## src/include/dlsi_pkg.sv

```systemverilog
// Summary of operation
// - test running: LED alternates red/green at 5 Hz
// - selector zero: required comm error gives red
// - required drive error, comm intact: red+green
// - extras present, no extra error: green 2 Hz
// - extra drive error: red+green flash 2 Hz
// - exactly required drives healthy: steady green
// - selector nonzero: show only selected drive
// - presence test starts by itself after power-up
// - found drive gets stored baud and timeout
// - every found drive gets serial address one
// - restore stored required marks at start-up
// - test end: missing red, exact green, more flash
// - factory default: no port marked required
// - run commands refused unless drive required
// - retest code written reruns presence test
// - nonzero alias switches set alias, else stored
// - port LED off, on, or 10 Hz flicker
// - single-drive variant reports its one drive
package dlsi_pkg;
  // clock and blink timing
  localparam int CLK_HZ = 25_000_000;
  localparam int BLINK_5HZ = 5;
  localparam int BLINK_2HZ = 2;
  localparam int BLINK_10HZ = 10;
  localparam int HALF_5HZ_CYC = CLK_HZ / (2 * BLINK_5HZ);
  localparam int HALF_2HZ_CYC = CLK_HZ / (2 * BLINK_2HZ);
  localparam int HALF_10HZ_CYC = CLK_HZ / (2 * BLINK_10HZ);
  // index of each rate in the blink bank
  localparam int BLK_5 = 0;
  localparam int BLK_2 = 1;
  localparam int BLK_10 = 2;
  // presence test settle window
  localparam int TEST_TIME_MS = 10;
  localparam int TEST_CYC = (CLK_HZ / 1000) * TEST_TIME_MS;
  // drive ports on a hub
  localparam int NUM_DRIVES_DEF = 8;
  // register map, byte addresses
  localparam int ADDR_W = 8;
  localparam logic [ADDR_W-1:0] REG_CTRL = 8'h00;
  localparam logic [ADDR_W-1:0] REG_STATUS = 8'h04;
  localparam logic [ADDR_W-1:0] REG_ALIAS = 8'h08;
  localparam logic [ADDR_W-1:0] REG_REQ_BASE = 8'h20;
  localparam logic [ADDR_W-1:0] REG_BAUD_BASE = 8'h40;
  localparam int STATUS_BUSY_BIT = 16;
  localparam logic [31:0] RETEST_CODE = 32'hfffffffd;
  // per-drive configuration values
  localparam int BAUD_W = 3;
  localparam logic [BAUD_W-1:0] BAUD_RESET = 3'h0;
  localparam logic [7:0] CFG_ADDR = 8'h01;
  localparam logic [15:0] MSG_TIMEOUT_BASE = 16'h0800;
  // bus answers
  localparam logic [1:0] RESP_OKAY = 2'h0;
  localparam logic [1:0] RESP_SLVERR = 2'h2;

  typedef struct packed {
    logic red;
    logic green;
  } dlsi_led_type;

  typedef struct packed {
    logic [2:0] port;
    logic [BAUD_W-1:0] baud;
    logic [15:0] timeout;
    logic [7:0] addr;
  } dlsi_cfg_type;

  typedef enum {PT_LOAD, PT_WAIT, PT_CFG, PT_IDLE} dlsi_pt_state_type;

  // message-complete time halves with each faster baud step
  function automatic logic [15:0] dlsi_timeout_for(input logic [BAUD_W-1:0] baud);
    return MSG_TIMEOUT_BASE >> baud;
  endfunction
endpackage

```

## src/dlsi_top.sv

```systemverilog
`timescale 1ns/10ps
`default_nettype none
module dlsi_top
  import dlsi_pkg::*;
#(
  parameter int NUM_DRIVES = NUM_DRIVES_DEF,
  parameter int HALF_5HZ = HALF_5HZ_CYC,
  parameter int HALF_2HZ = HALF_2HZ_CYC,
  parameter int HALF_10HZ = HALF_10HZ_CYC,
  parameter int TEST_CYCLES = TEST_CYC
)(
  input wire logic I_CLK,
  input wire logic I_RST,
  input wire logic [ADDR_W-1:0] I_AWADDR,
  input wire logic I_AWVALID,
  output logic O_AWREADY,
  input wire logic [31:0] I_WDATA,
  input wire logic [3:0] I_WSTRB,
  input wire logic I_WVALID,
  output logic O_WREADY,
  output logic [1:0] O_BRESP,
  output logic O_BVALID,
  input wire logic I_BREADY,
  input wire logic [ADDR_W-1:0] I_ARADDR,
  input wire logic I_ARVALID,
  output logic O_ARREADY,
  output logic [31:0] O_RDATA,
  output logic [1:0] O_RRESP,
  output logic O_RVALID,
  input wire logic I_RREADY,
  input wire logic [NUM_DRIVES-1:0] I_DRIVE_PRESENT,
  input wire logic [NUM_DRIVES-1:0] I_COMM_ERR,
  input wire logic [NUM_DRIVES-1:0] I_DRIVE_ERR,
  input wire logic [NUM_DRIVES-1:0] I_RUN_REQ,
  output logic [NUM_DRIVES-1:0] O_RUN_EN,
  input wire logic I_NV_VALID,
  input wire logic [NUM_DRIVES-1:0] I_NV_REQUIRED,
  input wire logic [3:0] I_DRIVE_SELECT_SW,
  input wire logic [7:0] I_ALIAS_ROTARY_SW,
  output logic [7:0] O_STATION_ALIAS,
  input wire logic [1:0] I_LINK_UP,
  input wire logic [1:0] I_LINK_ACT,
  output logic [1:0] O_NETWORK_PORT_LED,
  output var dlsi_led_type O_DRIVE_LINK_STATUS_LED,
  output logic O_CFG_VALID,
  output var dlsi_cfg_type O_CFG,
  output logic O_TEST_BUSY
);
  localparam int SYNC_W = NUM_DRIVES + 16;
  localparam int HALF_ARR [3] = '{HALF_5HZ, HALF_2HZ, HALF_10HZ};

  // pin synchroniser, first stage read only by the second
  logic [SYNC_W-1:0] sync1_reg;
  logic [SYNC_W-1:0] sync2_reg;
  wire [SYNC_W-1:0] async_in = {I_DRIVE_PRESENT, I_DRIVE_SELECT_SW, I_ALIAS_ROTARY_SW, I_LINK_UP, I_LINK_ACT};
  wire [NUM_DRIVES-1:0] present_sync = sync2_reg[SYNC_W-1:16];
  wire [3:0] sel_sync = sync2_reg[15:12];
  wire [7:0] alias_sync = sync2_reg[11:4];
  wire [1:0] link_sync = sync2_reg[3:2];
  wire [1:0] act_sync = sync2_reg[1:0];

  // two flops on the presence, selector, alias and link pin inputs
  always_ff @(posedge I_CLK) begin
    if (I_RST) begin
      sync1_reg <= '0;
      sync2_reg <= '0;
    end else begin
      sync1_reg <= async_in;
      sync2_reg <= sync1_reg;
    end
  end

  // blink bank: one half-duty divider per rate
  logic [2:0] blink;
  logic [2:0] blink_wrap;
  for (genvar b = 0; b < 3; b++) begin : g_blink
    logic [23:0] cnt_reg; // cycles in current half period
    logic tog_reg; // blink phase
    assign blink_wrap[b] = (cnt_reg == 24'(HALF_ARR[b] - 1));
    assign blink[b] = tog_reg;
    // toggle each half period gives 50 percent duty
    always_ff @(posedge I_CLK) begin
      if (I_RST) begin
        cnt_reg <= '0;
        tog_reg <= 1'b0;
      end else if (blink_wrap[b]) begin
        cnt_reg <= '0;
        tog_reg <= ~tog_reg;
      end else begin
        cnt_reg <= cnt_reg + 24'h000001;
      end
    end
  end

  // bus write side state
  logic aw_have_reg; // address held
  logic [ADDR_W-1:0] aw_addr_reg;
  logic w_have_reg; // data held
  logic [31:0] w_data_reg;
  logic [3:0] w_strb_reg;
  logic bvalid_reg;
  logic [1:0] bresp_reg;
  // bus read side state
  logic rvalid_reg;
  logic [31:0] rdata_reg;
  logic [1:0] rresp_reg;

  // presence test state
  dlsi_pt_state_type state_reg, state_next;
  logic [23:0] wait_cnt_reg;
  logic [2:0] port_reg; // port being configured
  logic [NUM_DRIVES-1:0] present_reg; // result of the last test
  logic [NUM_DRIVES-1:0] required_reg; // ports released for run commands
  logic [7:0] alias_store_reg; // last stored station alias
  logic [7:0] alias_reg;
  logic cfg_valid_reg;
  dlsi_cfg_type cfg_reg;
  dlsi_led_type led_reg, led_next;
  logic [1:0] port_led_reg;
  logic [1:0] act_seen_reg; // activity within the current flicker phase
  logic [BAUD_W-1:0] baud_reg [NUM_DRIVES]; // stored baud code per drive

  // write handshake: address and data accepted in either order
  assign O_AWREADY = !aw_have_reg && !bvalid_reg;
  assign O_WREADY = !w_have_reg && !bvalid_reg;
  assign O_BVALID = bvalid_reg;
  assign O_BRESP = bresp_reg;
  assign O_ARREADY = !rvalid_reg;
  assign O_RVALID = rvalid_reg;
  assign O_RDATA = rdata_reg;
  assign O_RRESP = rresp_reg;
  wire aw_fire = I_AWVALID && O_AWREADY;
  wire w_fire = I_WVALID && O_WREADY;
  wire ar_fire = I_ARVALID && O_ARREADY;
  wire wr_fire = aw_have_reg && w_have_reg && !bvalid_reg;

  // write decode on the held address
  wire wr_ctrl = (aw_addr_reg == REG_CTRL);
  wire wr_status = (aw_addr_reg == REG_STATUS);
  wire wr_alias = (aw_addr_reg == REG_ALIAS);
  wire retest_hit = wr_fire && wr_ctrl && (w_data_reg == RETEST_CODE) && (w_strb_reg == 4'hf);
  // read decode on the offered address
  wire rd_ctrl = (I_ARADDR == REG_CTRL);
  wire rd_status = (I_ARADDR == REG_STATUS);
  wire rd_alias = (I_ARADDR == REG_ALIAS);
  wire test_busy = (state_reg != PT_IDLE);

  // per-drive decode, storage and run gating
  logic [NUM_DRIVES-1:0] wr_req_hit;
  logic [NUM_DRIVES-1:0] wr_baud_hit;
  logic [NUM_DRIVES-1:0] rd_req_hit;
  logic [NUM_DRIVES-1:0] rd_baud_hit;
  logic [NUM_DRIVES-1:0] rd_req_bit;
  logic [BAUD_W-1:0] rd_baud_val [NUM_DRIVES];
  for (genvar n = 0; n < NUM_DRIVES; n++) begin : g_drive
    localparam logic [ADDR_W-1:0] REQ_OFF = REG_REQ_BASE + ADDR_W'(4 * n);
    localparam logic [ADDR_W-1:0] BAUD_OFF = REG_BAUD_BASE + ADDR_W'(4 * n);
    assign wr_req_hit[n] = (aw_addr_reg == REQ_OFF);
    assign wr_baud_hit[n] = (aw_addr_reg == BAUD_OFF);
    assign rd_req_hit[n] = (I_ARADDR == REQ_OFF);
    assign rd_baud_hit[n] = (I_ARADDR == BAUD_OFF);
    assign rd_req_bit[n] = rd_req_hit[n] && required_reg[n];
    assign rd_baud_val[n] = rd_baud_hit[n] ? baud_reg[n] : '0;
    // only drives marked required, by the start-up restore or by software, may run
    assign O_RUN_EN[n] = I_RUN_REQ[n] && required_reg[n];

    // required mark: cleared at reset, restored once, then software owned
    always_ff @(posedge I_CLK) begin
      if (I_RST) begin
        required_reg[n] <= 1'b0;
      end else if (state_reg == PT_LOAD) begin
        required_reg[n] <= I_NV_VALID && I_NV_REQUIRED[n];
      end else if (wr_fire && wr_req_hit[n] && w_strb_reg[0]) begin
        required_reg[n] <= w_data_reg[0];
      end
    end

    // stored baud code used when the test configures the drive
    always_ff @(posedge I_CLK) begin
      if (I_RST) begin
        baud_reg[n] <= BAUD_RESET;
      end else if (wr_fire && wr_baud_hit[n] && w_strb_reg[0]) begin
        baud_reg[n] <= w_data_reg[BAUD_W-1:0];
      end
    end
  end

  // read data mux, unmapped reads give zero
  logic [31:0] rd_mux;
  logic rd_mapped;
  always_comb begin
    rd_mux = '0;
    rd_mapped = rd_ctrl || rd_status || rd_alias || (|rd_req_hit) || (|rd_baud_hit);
    if (rd_ctrl) begin
      rd_mux[0] = test_busy;
    end
    if (rd_status) begin
      rd_mux[NUM_DRIVES-1:0] = present_reg;
      rd_mux[STATUS_BUSY_BIT] = test_busy;
    end
    if (rd_alias) begin
      rd_mux[15:0] = {alias_reg, alias_store_reg};
    end
    rd_mux[0] = rd_mux[0] | (|rd_req_bit);
    for (int k = 0; k < NUM_DRIVES; k++) begin
      rd_mux[BAUD_W-1:0] = rd_mux[BAUD_W-1:0] | rd_baud_val[k];
    end
  end
  wire wr_mapped = wr_ctrl || wr_status || wr_alias || (|wr_req_hit) || (|wr_baud_hit);

  // write channel bookkeeping and response
  always_ff @(posedge I_CLK) begin
    if (I_RST) begin
      aw_have_reg <= 1'b0;
      aw_addr_reg <= '0;
      w_have_reg <= 1'b0;
      w_data_reg <= '0;
      w_strb_reg <= '0;
      bvalid_reg <= 1'b0;
      bresp_reg <= RESP_OKAY;
    end else begin
      if (aw_fire) begin
        aw_have_reg <= 1'b1;
        aw_addr_reg <= I_AWADDR;
      end
      if (w_fire) begin
        w_have_reg <= 1'b1;
        w_data_reg <= I_WDATA;
        w_strb_reg <= I_WSTRB;
      end
      if (wr_fire) begin // both halves held: commit and answer
        aw_have_reg <= 1'b0;
        w_have_reg <= 1'b0;
        bvalid_reg <= 1'b1;
        bresp_reg <= wr_mapped ? RESP_OKAY : RESP_SLVERR;
      end else if (bvalid_reg && I_BREADY) begin
        bvalid_reg <= 1'b0;
      end
    end
  end

  // read channel, answer one cycle after the address is taken
  always_ff @(posedge I_CLK) begin
    if (I_RST) begin
      rvalid_reg <= 1'b0;
      rdata_reg <= '0;
      rresp_reg <= RESP_OKAY;
    end else if (ar_fire) begin
      rvalid_reg <= 1'b1;
      rdata_reg <= rd_mux;
      rresp_reg <= rd_mapped ? RESP_OKAY : RESP_SLVERR;
    end else if (rvalid_reg && I_RREADY) begin
      rvalid_reg <= 1'b0;
    end
  end

  // stored alias written by software, low byte lane only
  always_ff @(posedge I_CLK) begin
    if (I_RST) begin
      alias_store_reg <= '0;
      alias_reg <= '0;
    end else begin
      if (wr_fire && wr_alias && w_strb_reg[0]) begin
        alias_store_reg <= w_data_reg[7:0];
      end
      alias_reg <= (alias_sync != 8'h00) ? alias_sync : alias_store_reg;
    end
  end
  assign O_STATION_ALIAS = alias_reg;

  // presence test sequencing
  wire wait_done = (wait_cnt_reg == 24'(TEST_CYCLES - 1));
  wire last_port = (port_reg == 3'(NUM_DRIVES - 1));
  always_comb begin
    state_next = state_reg;
    case (state_reg)
      PT_LOAD: state_next = PT_WAIT; // automatic start after reset
      PT_WAIT: state_next = wait_done ? PT_CFG : PT_WAIT;
      PT_CFG: state_next = last_port ? PT_IDLE : PT_CFG;
      PT_IDLE: state_next = PT_IDLE;
      default: state_next = PT_IDLE;
    endcase
    // a retest restarts the window even mid test
    if (retest_hit) begin
      state_next = PT_WAIT;
    end
  end

  // test counters, presence capture and config pulses
  always_ff @(posedge I_CLK) begin
    if (I_RST) begin
      state_reg <= PT_LOAD;
      wait_cnt_reg <= '0;
      port_reg <= '0;
      present_reg <= '0;
      cfg_valid_reg <= 1'b0;
      cfg_reg <= '0;
    end else begin
      state_reg <= state_next;
      cfg_valid_reg <= 1'b0;
      if (retest_hit || (state_next == PT_WAIT && state_reg != PT_WAIT)) begin
        wait_cnt_reg <= '0;
      end else if (state_reg == PT_WAIT) begin
        wait_cnt_reg <= wait_cnt_reg + 24'h000001;
      end
      if (state_reg == PT_WAIT && wait_done && !retest_hit) begin
        present_reg <= present_sync;
        port_reg <= '0;
      end
      if (state_reg == PT_CFG) begin
        port_reg <= port_reg + 3'h1;
        if (present_reg[port_reg]) begin
          cfg_valid_reg <= 1'b1;
          cfg_reg.port <= port_reg;
          cfg_reg.baud <= baud_reg[port_reg];
          cfg_reg.timeout <= dlsi_timeout_for(baud_reg[port_reg]);
          cfg_reg.addr <= CFG_ADDR;
        end
      end
    end
  end
  assign O_CFG_VALID = cfg_valid_reg;
  assign O_CFG = cfg_reg;
  assign O_TEST_BUSY = test_busy;

  // collective health terms; a missing required drive counts as comm error
  wire [NUM_DRIVES-1:0] req_comm = required_reg & (~present_reg | I_COMM_ERR);
  wire [NUM_DRIVES-1:0] req_derr = required_reg & present_reg & ~I_COMM_ERR & I_DRIVE_ERR;
  wire [NUM_DRIVES-1:0] extra = present_reg & ~required_reg;
  wire any_req_comm = |req_comm;
  wire any_req_derr = |req_derr;
  wire any_extra = |extra;
  wire any_extra_derr = |(extra & I_DRIVE_ERR);
  // selected drive, out-of-range positions show dark
  wire [3:0] sel_idx = sel_sync - 4'h1;
  wire sel_valid = (sel_sync != 4'h0) && (sel_sync <= 4'(NUM_DRIVES));
  wire sel_pres = sel_valid && present_reg[sel_idx[2:0]];
  wire sel_req = sel_valid && required_reg[sel_idx[2:0]];
  wire sel_comm = sel_valid && I_COMM_ERR[sel_idx[2:0]];
  wire sel_derr = sel_valid && I_DRIVE_ERR[sel_idx[2:0]];

  // status LED priority; one drive on the adapter uses the same terms
  always_comb begin
    led_next = '0;
    if (test_busy) begin
      led_next.red = blink[BLK_5];
      led_next.green = ~blink[BLK_5];
    end else if (sel_sync != 4'h0) begin
      if (!sel_pres && !sel_req) begin
        led_next = '0;
      end else if (!sel_pres || sel_comm) begin
        led_next.red = 1'b1;
      end else if (sel_derr) begin
        led_next = '{red: 1'b1, green: 1'b1};
      end else begin
        led_next.green = 1'b1;
      end
    end else if (any_req_comm) begin
      led_next.red = 1'b1;
    end else if (any_req_derr) begin
      led_next = '{red: 1'b1, green: 1'b1};
    end else if (any_extra && any_extra_derr) begin
      led_next.red = blink[BLK_2];
      led_next.green = blink[BLK_2];
    end else if (any_extra) begin
      led_next.green = blink[BLK_2];
    end else begin
      led_next.green = 1'b1;
    end
  end

  // port LEDs; activity held for a flicker phase since pulses are short
  always_ff @(posedge I_CLK) begin
    if (I_RST) begin
      led_reg <= '0;
      act_seen_reg <= '0;
      port_led_reg <= '0;
    end else begin
      led_reg <= led_next;
      // set wins over the phase clear so no burst is dropped
      act_seen_reg <= act_sync | (blink_wrap[BLK_10] ? 2'b00 : act_seen_reg);
      for (int p = 0; p < 2; p++) begin
        port_led_reg[p] <= link_sync[p] && (act_seen_reg[p] ? blink[BLK_10] : 1'b1);
      end
    end
  end
  assign O_DRIVE_LINK_STATUS_LED = led_reg;
  assign O_NETWORK_PORT_LED = port_led_reg;

  wire idle0 = !test_busy && (sel_sync == 4'h0);
endmodule
`default_nettype wire

```

## config.mk

```make
export PLATFORM = sky130hd
export DESIGN_NAME = dlsi_top
export DESIGN_NICKNAME = d
export VERILOG_FILES = /design/src/include/dlsi_pkg.sv /design/src/dlsi_top.sv
export SDC_FILE = /design/constraint.sdc
export NUM_CORES = 1
export LEC_CHECK = 0
export BUFFER_PORTS_ARGS = -buffer_cell sky130_fd_sc_hd__buf_2
export CAP_MARGIN = 20
export CORE_MARGIN = 2
export CORE_UTILIZATION = 35
export DETAILED_ROUTE_END_ITERATION = 10
export HOLD_SLACK_MARGIN = 0.12
export PLACE_DENSITY_LB_ADDON = 0.08
export SYNTH_ARGS = -nofsm -noshare
export SYNTH_HDL_FRONTEND = slang
export SYNTH_SLANG_ARGS = --single-unit
```

## constraint.sdc

```tcl
create_clock -name I_CLK -period 2.8 [get_ports I_CLK]
set_clock_uncertainty 0.15 [all_clocks]
set_input_delay 0.28 -clock I_CLK [delete_from_list [all_inputs] [get_ports I_CLK]]
set_output_delay 0.28 -clock I_CLK [all_outputs]
set_load 0.05 [all_outputs]
```

==> results.py <==
metrics = {
    "timing": {
        "period_needed_ps": 2610,
        "fmax_mhz": 383,
        "fin_hold_ws_ps": 177,
        "worst_pin_slew_ps": 812,
        "setup_viol": 0,
        "setup_ws_ps": 191,
        "rsz0062_at_grt": "no",
        "tns_ps": 0,
        "maxSlewViolCount": 0,
        "relSlewSlack_pct": 45.1,
        "finalHoldViolCount": 0,
        "post-route-period-util_pct": 93.2,
    },
    "worst_setup_path": {
        "start_kind": "flop",
        "arrival_ps": 2880,
        "criticalPathCategory": "flop to flop",
        "reg2reg_to": "required_reg[4]",
        "endpoint": "required_reg[4]",
        "required_ps": 3070,
        "reg2reg_slack_ps": 190,
        "reg2reg_from": "O_BVALID",
        "startpoint": "O_BVALID",
        "rr_worst_depth": 6,
        "end_kind": "flop",
        "cp_max_fo": 10,
    },
    "floorplanning": {
        "fp-row-count": 70,
        "core_region_area_mm2": 0.0367,
        "io_pins": 209,
        "die_x_um": 197,
        "start_util_pct": 35.6,
        "dieArea_mm2": 0.0389,
        "chipHeight_um": 197,
    },
    "drt": {
        "firstDrtPassIters": 5,
        "route.detailed.drc": 0,
        "drt-wirelength-per-cell_um": 16.4,
        "drt_first_iter_violations": 573,
        "drt-total-wl_um": 36800,
        "ant_nets": 0,
        "via_per_inst": 4.97,
        "vias": 11100,
    },
    "power_and_ir_drop": {
        "p_per_area_mw_per_mm2": 614,
        "finalPower_mw": 10.3,
        "leakage_nw": 6.41,
        "ir_worst_vdd_mv": 0.456,
    },
    "clock_tree": {
        "path_clk_slew_ps": 60,
        "cts-hold-fix-buffers": 124,
        "clock_latency_ps": 540,
        "cts_resized": 0,
        "cts-root-buf": "clkbuf_16",
        "clockBufferDepth": 3,
        "post-cts-setup-buffer-count": 0,
        "h-tree-depth": 2,
        "tritoncts": "done",
        "cts.sinks": 300,
        "cts_made_buffers": 36,
    },
    "run_status": {
        "status": "completed",
    },
    "cells_and_area": {
        "utilization_pct": 45.9,
        "largest_reg_flops": 72,
        "fin_nets": 1865,
        "design_area_mm2": 0.0168,
        "nFillCells": 3636,
        "drive_gt1_share_pct": 17.4,
        "fin_cells": 2238,
        "area_growth_syn_to_layout_pct": 28.8,
    },
    "global_route": {
        "antenna_found_initial": 4,
        "grt_pass1_wl_um": 58400,
        "grt_overflow": 0,
        "grt_usage_pct": 18.9,
        "grt_pass1_vias": 10900,
        "grt_max_degree": 61,
    },
    "synth": {
        "synth_area_mm2": 0.0131,
        "ys_warn_count": 0,
        "netlist.area_leader.share_pct": 42.3,
        "yosysMostFrequentCell": "dfxtp_1",
        "syn_inst": 1441,
        "async_reset_ff_share_pct": 0,
        "yosys_register_bits": 300,
        "synth_cell_type_count": 70,
        "synth_top_cell_by_area": "dfxtp_1",
        "synth-edff-count": 24,
        "synth_area_leaders": "dfxtp_1, nor2_1, edfxtp_1, nand2_1, xnor2_1",
        "synth.avg_cell_area_um2": 9.07,
        "yosys-top-cells-count": "dfxtp_1, nor2_1, nand2_1",
        "seq_area_frac_synth_pct": 47.8,
        "synth_ff_type": "dfxtp_1",
    },
    "min_path": {
        "hp-class": "input port to flop",
    },
    "placement": {
        "placed_area_mm2": 0.0143,
        "hpwl_um": 26100,
        "place_congestion": 0.911,
        "port-buffer-count": 176,
        "dpl_worst_slack_ps": 412,
        "dp.cells": 2047,
    },
    "flow_run": {
        "maxCapViolations": 0,
    },
}
[per-layer routing]
layer / vias to the layer above / track usage [%] / routed length, um
met5: - / 0 / 35
met4: 6 / 6.63 / 1080
met3: 74 / 4.13 / 2210
met2: 262 / 30.9 / 16900
met1: 5216 / 24.7 / 16500
li1: 5558 / - / -
[cell families after synthesis]
group | Yosys count | synth area share [%]
adder cells (fa/ha/maj) | 8 | 0.766
multiplexers | 47 | 5.01
AND/OR/NAND/NOR | 690 | 26.9
flip-flops | 300 | 47.8
other | 1 | 0.0287
buffers and inverters | 119 | 4.62
AO/OA/AOI/OAI | 183 | 8.66
XOR/XNOR | 93 | 6.23
[worst min path at each step]
stage	from	cells past startpoint	end	slack [ps]
2_1_floorplan	I_RREADY	1	O_RVALID	230
3_3_place_gp	sync1_reg[14]	1	sync2_reg[14]	270
3_5_place_dp	sync1_reg[2]	1	sync2_reg[2]	280
4_1_cts	I_WVALID	5	w_data_reg[5]	150
5_1_grt	I_WVALID	5	w_data_reg[3]	180
6_report	I_WVALID	4	w_have_reg	180
[placed cells by master, fill, tap and decap left out, drive strengths merged, types with 24 or more instances in the layout]
cell         count
dlygate4sd3    124
mux2i           26
xnor2           58
nand2          147
clkbuf          48
edfxtp          24
nor3            39
nor2           210
dfxtp          276
buf            200
xor2            35
a21oi           95
conb            32
nor2b           68
nand4           41
inv             29
nand3           52
[area by class of cell]
class,instances,area [um2],share of cell area (%)
tap,468,586,3.48
clock buffer,48,1020,6.03
timing repair buffer,324,2310,13.7
sequential,300,6250,37.1
antenna,1,2.50,0.0149
inverter,26,97.6,0.580
multi-input combinational,1053,6340,37.7
clock inverter,18,241,1.43
[where the power goes]
group	switching [mW]	internal (mW)
Combinational	0.558	0.370
Sequential	0.101	4.45
Clock	1.90	2.96
[critical path: stages, from the launching register on]
cell	delay, ps
dfxtp_1	360
and3b_1	430
nand4_1	440
nor2_1	270
mux2i_1	200
a211oi_1	90
dlygate4sd3_1	570
No activity file was read; power rests on OpenSTA's default activity.
